File: config.mk
export PLATFORM = sky130hd
export DESIGN_NAME = cwd_regs
export DESIGN_NICKNAME = d
export VERILOG_FILES = /design/src/cwd_pkg.sv /design/src/cwd_regs.sv /design/src/cwd_wd_timer.sv
export SDC_FILE = /design/constraint.sdc
export NUM_CORES = 2
export LEC_CHECK = 0
export BUFFER_PORTS_ARGS = -buffer_cell sky130_fd_sc_hd__buf_2
export CAP_MARGIN = 10
export CORE_MARGIN = 2
export CORE_UTILIZATION = 55
export CTS_CLUSTER_DIAMETER = 30
export DETAILED_ROUTE_END_ITERATION = 6
export PLACE_DENSITY = 0.74
export SLEW_MARGIN = 25
export SYNTH_ARGS = -nofsm -noshare
export SYNTH_HDL_FRONTEND = slang
export SYNTH_SLANG_ARGS = --single-unit
export TNS_END_PERCENT = 100
File: constraint.sdc
create_clock -name sys_clk -period 7.6 [get_ports sys_clk]
set_clock_uncertainty 0.05 [all_clocks]
set_input_delay 1.14 -clock sys_clk [delete_from_list [all_inputs] [get_ports sys_clk]]
set_output_delay 1.14 -clock sys_clk [all_outputs]
set_load 0.01 [all_outputs]
File: src/cwd_pkg.sv
// Constants and types shared by the coupler watchdog and diagnostic register bank
package cwd_pkg;

   // -----------------------------------------------------------------
   // Register word addresses
   // -----------------------------------------------------------------
   localparam logic [15:0] ADDR_WD_TRIGGER  = 16'h0003;
   localparam logic [15:0] ADDR_WD_TIMEOUT  = 16'h1000;
   localparam logic [15:0] ADDR_WD_MASK     = 16'h1001;
   localparam logic [15:0] ADDR_WD_STOP     = 16'h1008;
   localparam logic [15:0] ADDR_ERR_CODE    = 16'h1020;
   localparam logic [15:0] ADDR_ERR_ARG     = 16'h1021;
   localparam logic [15:0] ADDR_WORD_OUT    = 16'h1022;
   localparam logic [15:0] ADDR_WORD_IN     = 16'h1023;
   localparam logic [15:0] ADDR_BIT_OUT     = 16'h1024;
   localparam logic [15:0] ADDR_BIT_IN      = 16'h1025;
   localparam logic [15:0] ADDR_BOOT        = 16'h1028;
   localparam logic [15:0] ADDR_STATS       = 16'h1029;
   localparam logic [4:0]  STATS_WORDS      = 5'h11;

   // -----------------------------------------------------------------
   // Keys, codes and reset values
   // -----------------------------------------------------------------
   localparam logic [15:0] KEY_A            = 16'haa55;
   localparam logic [15:0] KEY_B            = 16'h55aa;
   localparam logic [15:0] BOOT_BOOTP       = 16'h0001;
   localparam logic [15:0] BOOT_DHCP        = 16'h0002;
   localparam logic [15:0] BOOT_STORED      = 16'h0004;
   localparam logic [15:0] RST_WORD         = 16'h0000;
   localparam logic [15:0] RST_BOOT         = 16'h0001;
   localparam logic [7:0]  FUNC_MAX         = 8'h10;

   // -----------------------------------------------------------------
   // Counter layout
   // -----------------------------------------------------------------
   localparam int          NUM_CNT          = 9;
   localparam int          NUM_SHORT        = 3;
   localparam logic [31:0] MAX_SHORT        = 32'h0000ffff;
   localparam logic [31:0] MAX_LONG         = 32'hffffffff;

   // -----------------------------------------------------------------
   // Timing
   // -----------------------------------------------------------------
   localparam int          CLK_HZ           = 40000000;
   localparam int          TICK_MS          = 100;
   localparam int          TICK_CYCLES      = CLK_HZ / 1000 * TICK_MS;

   typedef enum logic [1:0] {
      WD_IDLE,
      WD_RUNNING,
      WD_EXHAUSTED
   } cwd_wd_state_t;

endpackage

File: src/cwd_regs.sv
// Watchdog set-up, diagnostic words, boot option and protocol statistics
//
// Contract
// - Timeout register counts in 100 ms units.
// - Mask bit (function code minus one) makes that code retrigger watchdog.
// - Changing the trigger register value starts the countdown.
// - Interval longer than timeout raises a watchdog timeout error.
// - Either stop key written to simple-stop halts the watchdog.
// - Stop key also clears the fault and unlocks configuration.
// - Read-only word shows current node error code.
// - Read-only word shows current error argument.
// - Read-only word shows output word image size in bits.
// - Read-only word shows input word image size in bits.
// - Read-only word shows digital output bit count.
// - Read-only word shows digital input bit count.
// - Boot word: 1 BootP, 2 DHCP, 4 stored settings.
// - Count internal bus failures, watchdog expiry included.
// - Count header, length, function, address and value errors separately.
// - Count requests over the register quantity limit.
// - Count requests over the coil quantity limit.
// - Two-word counter counts every received request.
// - Clear key written to statistics zeroes the whole area.
`timescale 1ns/1ps
module cwd_regs #(
   parameter int TICK_CYCLES = cwd_pkg::TICK_CYCLES
) (
   input  wire logic        sys_clk,
   input  wire logic        rst_n,
   input  wire logic        reg_wr,
   input  wire logic        reg_rd,
   input  wire logic [15:0] reg_addr,
   input  wire logic [15:0] reg_wdata,
   output logic [15:0]      reg_rdata,
   output logic             reg_ack,
   output logic             reg_err,
   input  wire logic        req_valid,
   input  wire logic [7:0]  req_func,
   input  wire logic        bus_fault,
   input  wire logic        err_header,
   input  wire logic        err_length,
   input  wire logic        err_function,
   input  wire logic        err_address,
   input  wire logic        err_value,
   input  wire logic        err_reg_qty,
   input  wire logic        err_coil_qty,
   input  wire logic [15:0] node_error_code,
   input  wire logic [15:0] node_error_argument,
   input  wire logic [15:0] word_output_image_bits,
   input  wire logic [15:0] word_input_image_bits,
   input  wire logic [15:0] bit_output_image_count,
   input  wire logic [15:0] bit_input_image_count,
   output logic [15:0]      boot_address_source,
   output logic             wd_running,
   output logic             wd_fault
);
   import cwd_pkg::*;

   // -----------------------------------------------------------------
   // State
   // -----------------------------------------------------------------
   typedef struct packed {
      logic [15:0]                 trigger;
      logic [15:0]                 timeout;
      logic [15:0]                 mask;
      logic [15:0]                 stop_word;
      logic [15:0]                 boot;
      logic [NUM_CNT-1:0][31:0]    cnt;
      cwd_wd_state_t               wd_state;
      logic                        running;
      logic                        fault;
      logic [15:0]                 rdata;
      logic                        ack;
      logic                        err;
   } cwd_st_t;

   cwd_st_t st_ff;
   cwd_st_t nxt_st;

   logic tmr_start;
   logic tmr_stop;
   logic tmr_kick;
   logic tmr_expire;

   // -----------------------------------------------------------------
   // Helpers
   // -----------------------------------------------------------------
   function automatic logic [31:0] sat_inc(input logic [31:0] v, input int idx);
      logic [31:0] lim;
      lim = (idx < NUM_SHORT) ? MAX_SHORT : MAX_LONG;
      sat_inc = (v == lim) ? v : v + 32'h00000001;
   endfunction

   // Statistics word k: three single words, low/high pairs, spare zero words
   function automatic logic [15:0] stat_word(input logic [NUM_CNT-1:0][31:0] c,
                                             input logic [4:0] k);
      logic [4:0] j;
      j = 5'h00;
      if (k < 5'(NUM_SHORT))
      begin
         stat_word = c[k][15:0];
      end
      else
      begin
         j = 5'(NUM_SHORT) + ((k - 5'(NUM_SHORT)) >> 1);
         if (j < 5'(NUM_CNT))
         begin
            stat_word = k[0] ? c[j][15:0] : c[j][31:16];
         end
         else
         begin
            stat_word = RST_WORD;
         end
      end
   endfunction

   function automatic logic is_key(input logic [15:0] v);
      is_key = (v == KEY_A) || (v == KEY_B);
   endfunction

   function automatic logic in_stats(input logic [15:0] a);
      in_stats = (a >= ADDR_STATS) && (a < ADDR_STATS + {11'h000, STATS_WORDS});
   endfunction

   function automatic logic is_diag(input logic [15:0] a);
      is_diag = (a >= ADDR_ERR_CODE) && (a <= ADDR_BIT_IN);
   endfunction

   // -----------------------------------------------------------------
   // Watchdog control strobes
   // -----------------------------------------------------------------
   logic wr_stop_key;
   logic wr_trig_change;
   logic func_hit;
   logic cfg_open;
   logic wd_trip;

   always_comb
   begin
      wr_stop_key    = reg_wr && (reg_addr == ADDR_WD_STOP) && is_key(reg_wdata);
      cfg_open       = (st_ff.wd_state != WD_RUNNING);
      wr_trig_change = reg_wr && (reg_addr == ADDR_WD_TRIGGER)
                       && (reg_wdata != st_ff.trigger);
      func_hit       = 1'b0;
      if ((req_func != 8'h00) && (req_func <= FUNC_MAX))
      begin
         func_hit = st_ff.mask[4'(req_func - 8'h01)];
      end
      tmr_start = wr_trig_change && !wr_stop_key && (st_ff.timeout != 16'h0000);
      tmr_stop  = wr_stop_key;
      tmr_kick  = req_valid && func_hit;
      wd_trip   = tmr_expire && (st_ff.wd_state == WD_RUNNING) && !tmr_start;
   end

   cwd_wd_timer #(
      .TICK_CYCLES   (TICK_CYCLES)
   ) u_timer (
      .sys_clk       (sys_clk),
      .rst_n         (rst_n),
      .start         (tmr_start),
      .stop          (tmr_stop),
      .kick          (tmr_kick),
      .timeout_units (st_ff.timeout),
      .expire        (tmr_expire)
   );

   // -----------------------------------------------------------------
   // Register and counter update
   // -----------------------------------------------------------------
   logic [NUM_CNT-1:0] ev;
   logic               clr;

   always_comb
   begin
      nxt_st       = st_ff;
      nxt_st.ack   = 1'b0;
      nxt_st.err   = 1'b0;
      nxt_st.rdata = st_ff.rdata;

      // -----------------------------------------------------------
      // Watchdog state
      // -----------------------------------------------------------
      case (st_ff.wd_state)
         WD_IDLE:
         begin
            if (tmr_start)
               nxt_st.wd_state = WD_RUNNING;
         end
         WD_RUNNING:
         begin
            if (wd_trip)
            begin
               nxt_st.wd_state = WD_EXHAUSTED;
               nxt_st.fault    = 1'b1;
            end
            else if (wr_stop_key)
               nxt_st.wd_state = WD_IDLE;
         end
         WD_EXHAUSTED:
         begin
            if (tmr_start)
               nxt_st.wd_state = WD_RUNNING;
            else if (wr_stop_key)
               nxt_st.wd_state = WD_IDLE;
         end
         default:
            nxt_st.wd_state = WD_IDLE;
      endcase
      if (wr_stop_key && !wd_trip)
         nxt_st.fault = 1'b0;
      nxt_st.running = (nxt_st.wd_state == WD_RUNNING);

      // -----------------------------------------------------------
      // Register writes
      // -----------------------------------------------------------
      if (reg_wr)
      begin
         nxt_st.ack = 1'b1;
         case (reg_addr)
            ADDR_WD_TRIGGER:
               nxt_st.trigger = reg_wdata;
            ADDR_WD_TIMEOUT:
            begin
               if (cfg_open)
                  nxt_st.timeout = reg_wdata;
            end
            ADDR_WD_MASK:
            begin
               if (cfg_open)
                  nxt_st.mask = reg_wdata;
            end
            ADDR_WD_STOP:
               nxt_st.stop_word = reg_wdata;
            ADDR_BOOT:
               nxt_st.boot = reg_wdata;
            default:
            begin
               nxt_st.err = !in_stats(reg_addr) && !is_diag(reg_addr);
            end
         endcase
      end

      // -----------------------------------------------------------
      // Statistics events
      // -----------------------------------------------------------
      ev[0] = bus_fault || wd_trip;
      ev[1] = err_header;
      ev[2] = err_length;
      ev[3] = err_function;
      ev[4] = err_address;
      ev[5] = err_value;
      ev[6] = err_reg_qty;
      ev[7] = err_coil_qty;
      ev[8] = req_valid;
      clr   = reg_wr && in_stats(reg_addr) && is_key(reg_wdata);
      for (int i = 0; i < NUM_CNT; i++)
      begin
         nxt_st.cnt[i] = clr ? 32'h00000000 : st_ff.cnt[i];
         if (ev[i])
            nxt_st.cnt[i] = sat_inc(nxt_st.cnt[i], i);
      end

      // -----------------------------------------------------------
      // Register reads
      // -----------------------------------------------------------
      if (reg_rd && !reg_wr)
      begin
         nxt_st.ack = 1'b1;
         case (reg_addr)
            ADDR_WD_TRIGGER: nxt_st.rdata = st_ff.trigger;
            ADDR_WD_TIMEOUT: nxt_st.rdata = st_ff.timeout;
            ADDR_WD_MASK:    nxt_st.rdata = st_ff.mask;
            ADDR_WD_STOP:    nxt_st.rdata = st_ff.stop_word;
            ADDR_ERR_CODE:   nxt_st.rdata = node_error_code;
            ADDR_ERR_ARG:    nxt_st.rdata = node_error_argument;
            ADDR_WORD_OUT:   nxt_st.rdata = word_output_image_bits;
            ADDR_WORD_IN:    nxt_st.rdata = word_input_image_bits;
            ADDR_BIT_OUT:    nxt_st.rdata = bit_output_image_count;
            ADDR_BIT_IN:     nxt_st.rdata = bit_input_image_count;
            ADDR_BOOT:       nxt_st.rdata = st_ff.boot;
            default:
            begin
               if (in_stats(reg_addr))
               begin
                  nxt_st.rdata = stat_word(st_ff.cnt, 5'(reg_addr - ADDR_STATS));
               end
               else
               begin
                  nxt_st.rdata = RST_WORD;
                  nxt_st.err   = 1'b1;
               end
            end
         endcase
      end
   end

   always_ff @(posedge sys_clk)
   begin
      if (!rst_n)
      begin
         st_ff          <= '0;
         st_ff.boot     <= RST_BOOT;
         st_ff.wd_state <= WD_IDLE;
      end
      else
      begin
         st_ff <= nxt_st;
      end
   end

   // -----------------------------------------------------------------
   // Outputs
   // -----------------------------------------------------------------
   assign reg_rdata           = st_ff.rdata;
   assign reg_ack             = st_ff.ack;
   assign reg_err             = st_ff.err;
   assign boot_address_source = st_ff.boot;
   assign wd_running          = st_ff.running;
   assign wd_fault            = st_ff.fault;

endmodule // cwd_regs

File: src/cwd_wd_timer.sv
// Watchdog countdown in 100 ms units
`timescale 1ns/1ps
module cwd_wd_timer #(
   parameter int TICK_CYCLES = 4000000
) (
   input  wire logic        sys_clk,
   input  wire logic        rst_n,
   input  wire logic        start,
   input  wire logic        stop,
   input  wire logic        kick,
   input  wire logic [15:0] timeout_units,
   output logic             expire
);
   import cwd_pkg::*;

   typedef struct packed {
      logic        run;
      logic [31:0] presc;
      logic [15:0] units;
      logic        expire;
   } cwd_tmr_st_t;

   cwd_tmr_st_t st_ff;
   cwd_tmr_st_t nxt_st;

   // -----------------------------------------------------------------
   // Countdown
   // -----------------------------------------------------------------
   always_comb
   begin
      nxt_st        = st_ff;
      nxt_st.expire = 1'b0;
      if (stop)
      begin
         nxt_st.run = 1'b0;
      end
      else if (start || (kick && st_ff.run))
      begin
         nxt_st.run   = (timeout_units != 16'h0000);
         nxt_st.presc = 32'h00000000;
         nxt_st.units = timeout_units;
      end
      else if (st_ff.run)
      begin
         if (st_ff.presc == 32'(TICK_CYCLES - 1))
         begin
            nxt_st.presc = 32'h00000000;
            if (st_ff.units <= 16'h0001)
            begin
               nxt_st.run    = 1'b0;
               nxt_st.expire = 1'b1;
            end
            else
            begin
               nxt_st.units = st_ff.units - 16'h0001;
            end
         end
         else
         begin
            nxt_st.presc = st_ff.presc + 32'h00000001;
         end
      end
   end

   always_ff @(posedge sys_clk)
   begin
      if (!rst_n)
         st_ff <= '0;
      else
         st_ff <= nxt_st;
   end

   assign expire = st_ff.expire;

endmodule // cwd_wd_timer

==> summary.txt <==
================================================================================
Net count after synthesis                                                  3,362
Drt wl/cell                                                              24.9 um
Clk_lat worst skew                                                       0.64 ns
Type of the worst setup path                                              in2reg
Arrival time of the worst setup path                                     5.90 ns
Drt via density                                                             6.57
Startpoint kind of the worst setup timing path                         input pin
Primary flip-flop cell chosen by synthesis mapping                  sky130_fd_sc_hd__dfxtp_1
Post-layout instance area                                            31,600 um^2
Worst slew margin relative to its limit                                    0.262
Number of pins exceeding their max-slew limit in the final report              0
Delay of the slowest cell on the worst path                              0.91 ns
Aggregate global-route resource usage                                      0.382
DRC violations left                                                            0
Cell with the biggest individual delay on the critical path         sky130_fd_sc_hd__a21boi_4
Mux cell area share after synthesis                                       0.0943
Top Family by Delay on Critical Path                                simple AND/OR/NAND/NOR gates
CTS tree                                                                    done
Number of flops mapped to enable cells by yosys                                0
Cells along the critical path                                       buf_2 > nor4b_2 > nand4_1 > a21boi_4 > nand2_4 > and2_1 > ha_1 > and4_1 > nand2_1 > nor4_1 > a211o_1 > nor3_2 > nand3_1 > a2111oi_0 > o21a_1
Min-Delay Path Class                                                     reg2reg
Vias in the first global route                                            24,500
Lkg Pwr                                                                0.0115 uW
Number of failing hold endpoints at the final stage                            0
Synth async-reset ratio                                                        0
Inserted Clock Buffers                                                       102
Depth of the CTS H-tree                                                        3
Largest family of logic cells by synthesized area                   simple AND/OR/NAND/NOR gates
Post-synthesis share of cell area spent on xor and xnor gates             0.0954
Post-route clock period utilization                                        0.708
Slew @ Worst Pin                                                         1.10 ns
I/O pin total                                                                185
Area fraction in compound gates after synthesis                            0.121
Outcome                                                             finished, final reports clean
Total placed instance area                                           28,000 um^2
Placed cell count                                                          3,831
Cells resized by post-CTS repair                                               0
Wire length of the first global-routing pass                          149,000 um
Maximum clock path buffer count                                                3
Max IR drop VDD                                                           277 uV
Post-synth design cell area                                          27,200 um^2
Area share of fa/ha/maj cells after synthesis                            0.00922
Max-capacitance violation count                                                0
Number of core rows                                                           81
Core occupancy in the finished layout                                      0.646
Final cell count without fillers                                           4,012
Iteration-0 DRC Markers                                                    3,686
Die area                                                             51,200 um^2
Post-synthesis cell count                                                  3,193
Critical Path Fanout Max                                                      26
Power density over the cells                                         238 nW/um^2
Vias after detailed routing                                               26,400
Pre-Repair DR Iteration Count                                                  6
Pwr Total                                                                7500 uW
Final net count                                                            3,440
HPWL Detailed                                                          72,300 um
Number of nets still failing antenna checks after routing                      0
Fmax                                                                     186 MHz
Antenna violations before repair                                               6
Pin count of the biggest net entering global routing                         177
Core outline area                                                    48,800 um^2
Total wire length                                                      99,800 um
Final total negative setup slack                                            0 ns
Y dimension of the die                                                    226 um
Number of setup buffers added after CTS                                        0
Count of endpoints failing setup in the final report                           0
Sequential cell area fraction in the yosys report                          0.324
Area Overhead vs Synth                                                     16.3%
Root buffer cell                                                    sky130_fd_sc_hd__clkbuf_16
Distinct cell type count after synthesis                                     109
Effective utilization at floorplan                                         0.556
Mapped Avg Cell Area                                                   8.50 um^2
Kind of capture point of the worst setup path                               flop
Fraction of final layout cells with drive strength greater than 1          0.165
Hold buffer count at CTS                                                       0
Final critical-path required period                                      5.38 ns
Overall overflow remaining after global route                                  0
Worst-path clk slew                                                      0.04 ns
Worst Path Required                                                      8.12 ns
Yosys warning count                                                            0
RSZ-0062 raised after global routing                                       false
TritonCTS sink count                                                         440
Number of filler instances in the final layout                             4,067
Final GP Congestion                                                         1.06
Simple-gate share of the synthesized area                                  0.307
Count of state elements after synthesis                                      440
Buffers and inverters on the worst path                                        1
Port Buf Inserts                                                             184
Horizontal extent of the die                                              226 um
================================================================================
[stage by stage]
| stage | setup WS, ns | hold slack (ns) |
|---|---|---|
| 2_1_floorplan | 1.71 | 0.380 |
| 3_3_place_gp | 1.94 | 0.400 |
| 3_5_place_dp | 1.78 | 0.412 |
| 4_1_cts | 2.42 | 0.417 |
| 5_1_grt | 2.08 | 0.444 |
| 6_report | 2.22 | 0.415 |
[placed cells by master, fill, tap and decap left out, types with 47 or more instances in the layout]
master                        n
sky130_fd_sc_hd__a21boi_0    52
sky130_fd_sc_hd__a21oi_1     77
sky130_fd_sc_hd__a22oi_1     47
sky130_fd_sc_hd__and2_1     174
sky130_fd_sc_hd__and3_1      85
sky130_fd_sc_hd__buf_2      183
sky130_fd_sc_hd__clkbuf_16  103
sky130_fd_sc_hd__dfxtp_1    440
sky130_fd_sc_hd__mux2i_1     78
sky130_fd_sc_hd__mux4_2      76
sky130_fd_sc_hd__nand2_1    432
sky130_fd_sc_hd__nand3_1    158
sky130_fd_sc_hd__nand4_1    124
sky130_fd_sc_hd__nor2_1     201
sky130_fd_sc_hd__nor2b_1     56
sky130_fd_sc_hd__nor3_1      60
sky130_fd_sc_hd__nor4_1      65
sky130_fd_sc_hd__o21ai_0     54
sky130_fd_sc_hd__xnor2_1    119
sky130_fd_sc_hd__xor2_1     174
[final cells by class]
cell class,instances,area (um^2),area share
Tap cell,664,831,0.0263
Inverter,40,151,0.00480
Antenna cell,3,7.51,0.000238
Timing Repair Buffer,212,1150,0.0364
Sequential cell,440,8810,0.279
Clock buffer,121,2760,0.0873
Clock inverter,57,816,0.0258
Multi-Input combinational cell,2475,17100,0.540
[report_power, final]
part	internal [uW]	switching, uW	total [uW]	leakage, uW
sequential	2330	19.7	2350	0.00355
clock	3170	1400	4570	0.00173
combinational	213	370	583	0.00619
[cells by family (layout without fill, tap and decap cells)]
logic type,count (synthesis),after routing
fa+ha+maj,20,20
other cells,0,3
flops,440,440
simple gates,1554,1554
xor+xnor,294,294
buf+inv,278,430
compound gates,447,447
mux,160,160
[path summary, 6_finish.rpt]
path / from / to / slack (ns) / cells after the start
setup reg to reg: u_timer.st_ff[49]$_SDFF_PP0_ / u_timer.st_ff[48]$_SDFFE_PN0P_ / 4.11 / 7
setup / recovery: reg_wdata[15] / st_ff[245]$_SDFF_PN0_ / 2.22 / 15
hold / removal: u_timer.st_ff[6]$_SDFFE_PN0P_ / u_timer.st_ff[6]$_SDFFE_PN0P_ / 0.42 / 2
hold reg to reg: u_timer.st_ff[6]$_SDFFE_PN0P_ / u_timer.st_ff[6]$_SDFFE_PN0P_ / 0.42 / 2
[sequential cells by signal (all words and copies together) (netlist names)]
name and cells:
st_ff 354, boot_address_source 16, reg_err 1, u_timer.st_ff 49
reg_ack 1, wd_running 1, u_timer.expire 1, wd_fault 1
reg_rdata 16
[per-layer routing]
metal  up-vias  wire (um)  global-route usage
met5         -         52                   0
met3       290      12500               0.119
li1      11700          -                   -
met1     12700      40400               0.508
met2      1646      42700               0.569
met4         8       4130               0.167
[cell usage after synthesis, types with 42 or more instances]
cell type / n / area (um^2)
sky130_fd_sc_hd__o21ai_0: 54 / 270
sky130_fd_sc_hd__nand2_1: 433 / 1630
sky130_fd_sc_hd__buf_4: 42 / 315
sky130_fd_sc_hd__mux2i_1: 78 / 781
sky130_fd_sc_hd__nand4_1: 124 / 776
sky130_fd_sc_hd__and2_1: 174 / 1090
sky130_fd_sc_hd__nor4_1: 65 / 407
sky130_fd_sc_hd__a21boi_0: 52 / 390
sky130_fd_sc_hd__nor2b_1: 56 / 350
sky130_fd_sc_hd__dfxtp_1: 440 / 8810
sky130_fd_sc_hd__nand3_1: 158 / 791
sky130_fd_sc_hd__a21oi_1: 77 / 385
sky130_fd_sc_hd__nor2_1: 201 / 754
sky130_fd_sc_hd__xnor2_1: 119 / 1040
sky130_fd_sc_hd__and3_1: 85 / 532
sky130_fd_sc_hd__a22oi_1: 47 / 353
sky130_fd_sc_hd__clkbuf_1: 108 / 405
sky130_fd_sc_hd__nor3_1: 61 / 305
sky130_fd_sc_hd__buf_2: 71 / 355
sky130_fd_sc_hd__mux4_2: 76 / 1710
sky130_fd_sc_hd__xor2_1: 174 / 1520
[worst min-delay path, cell delays in order (launching register included)]
cell,delay (ns)
sky130_fd_sc_hd__dfxtp_1,0.31
sky130_fd_sc_hd__nand2_1,0.06
sky130_fd_sc_hd__o2bb2ai_1,0.05
No activity file was read; power rests on OpenSTA's default activity.
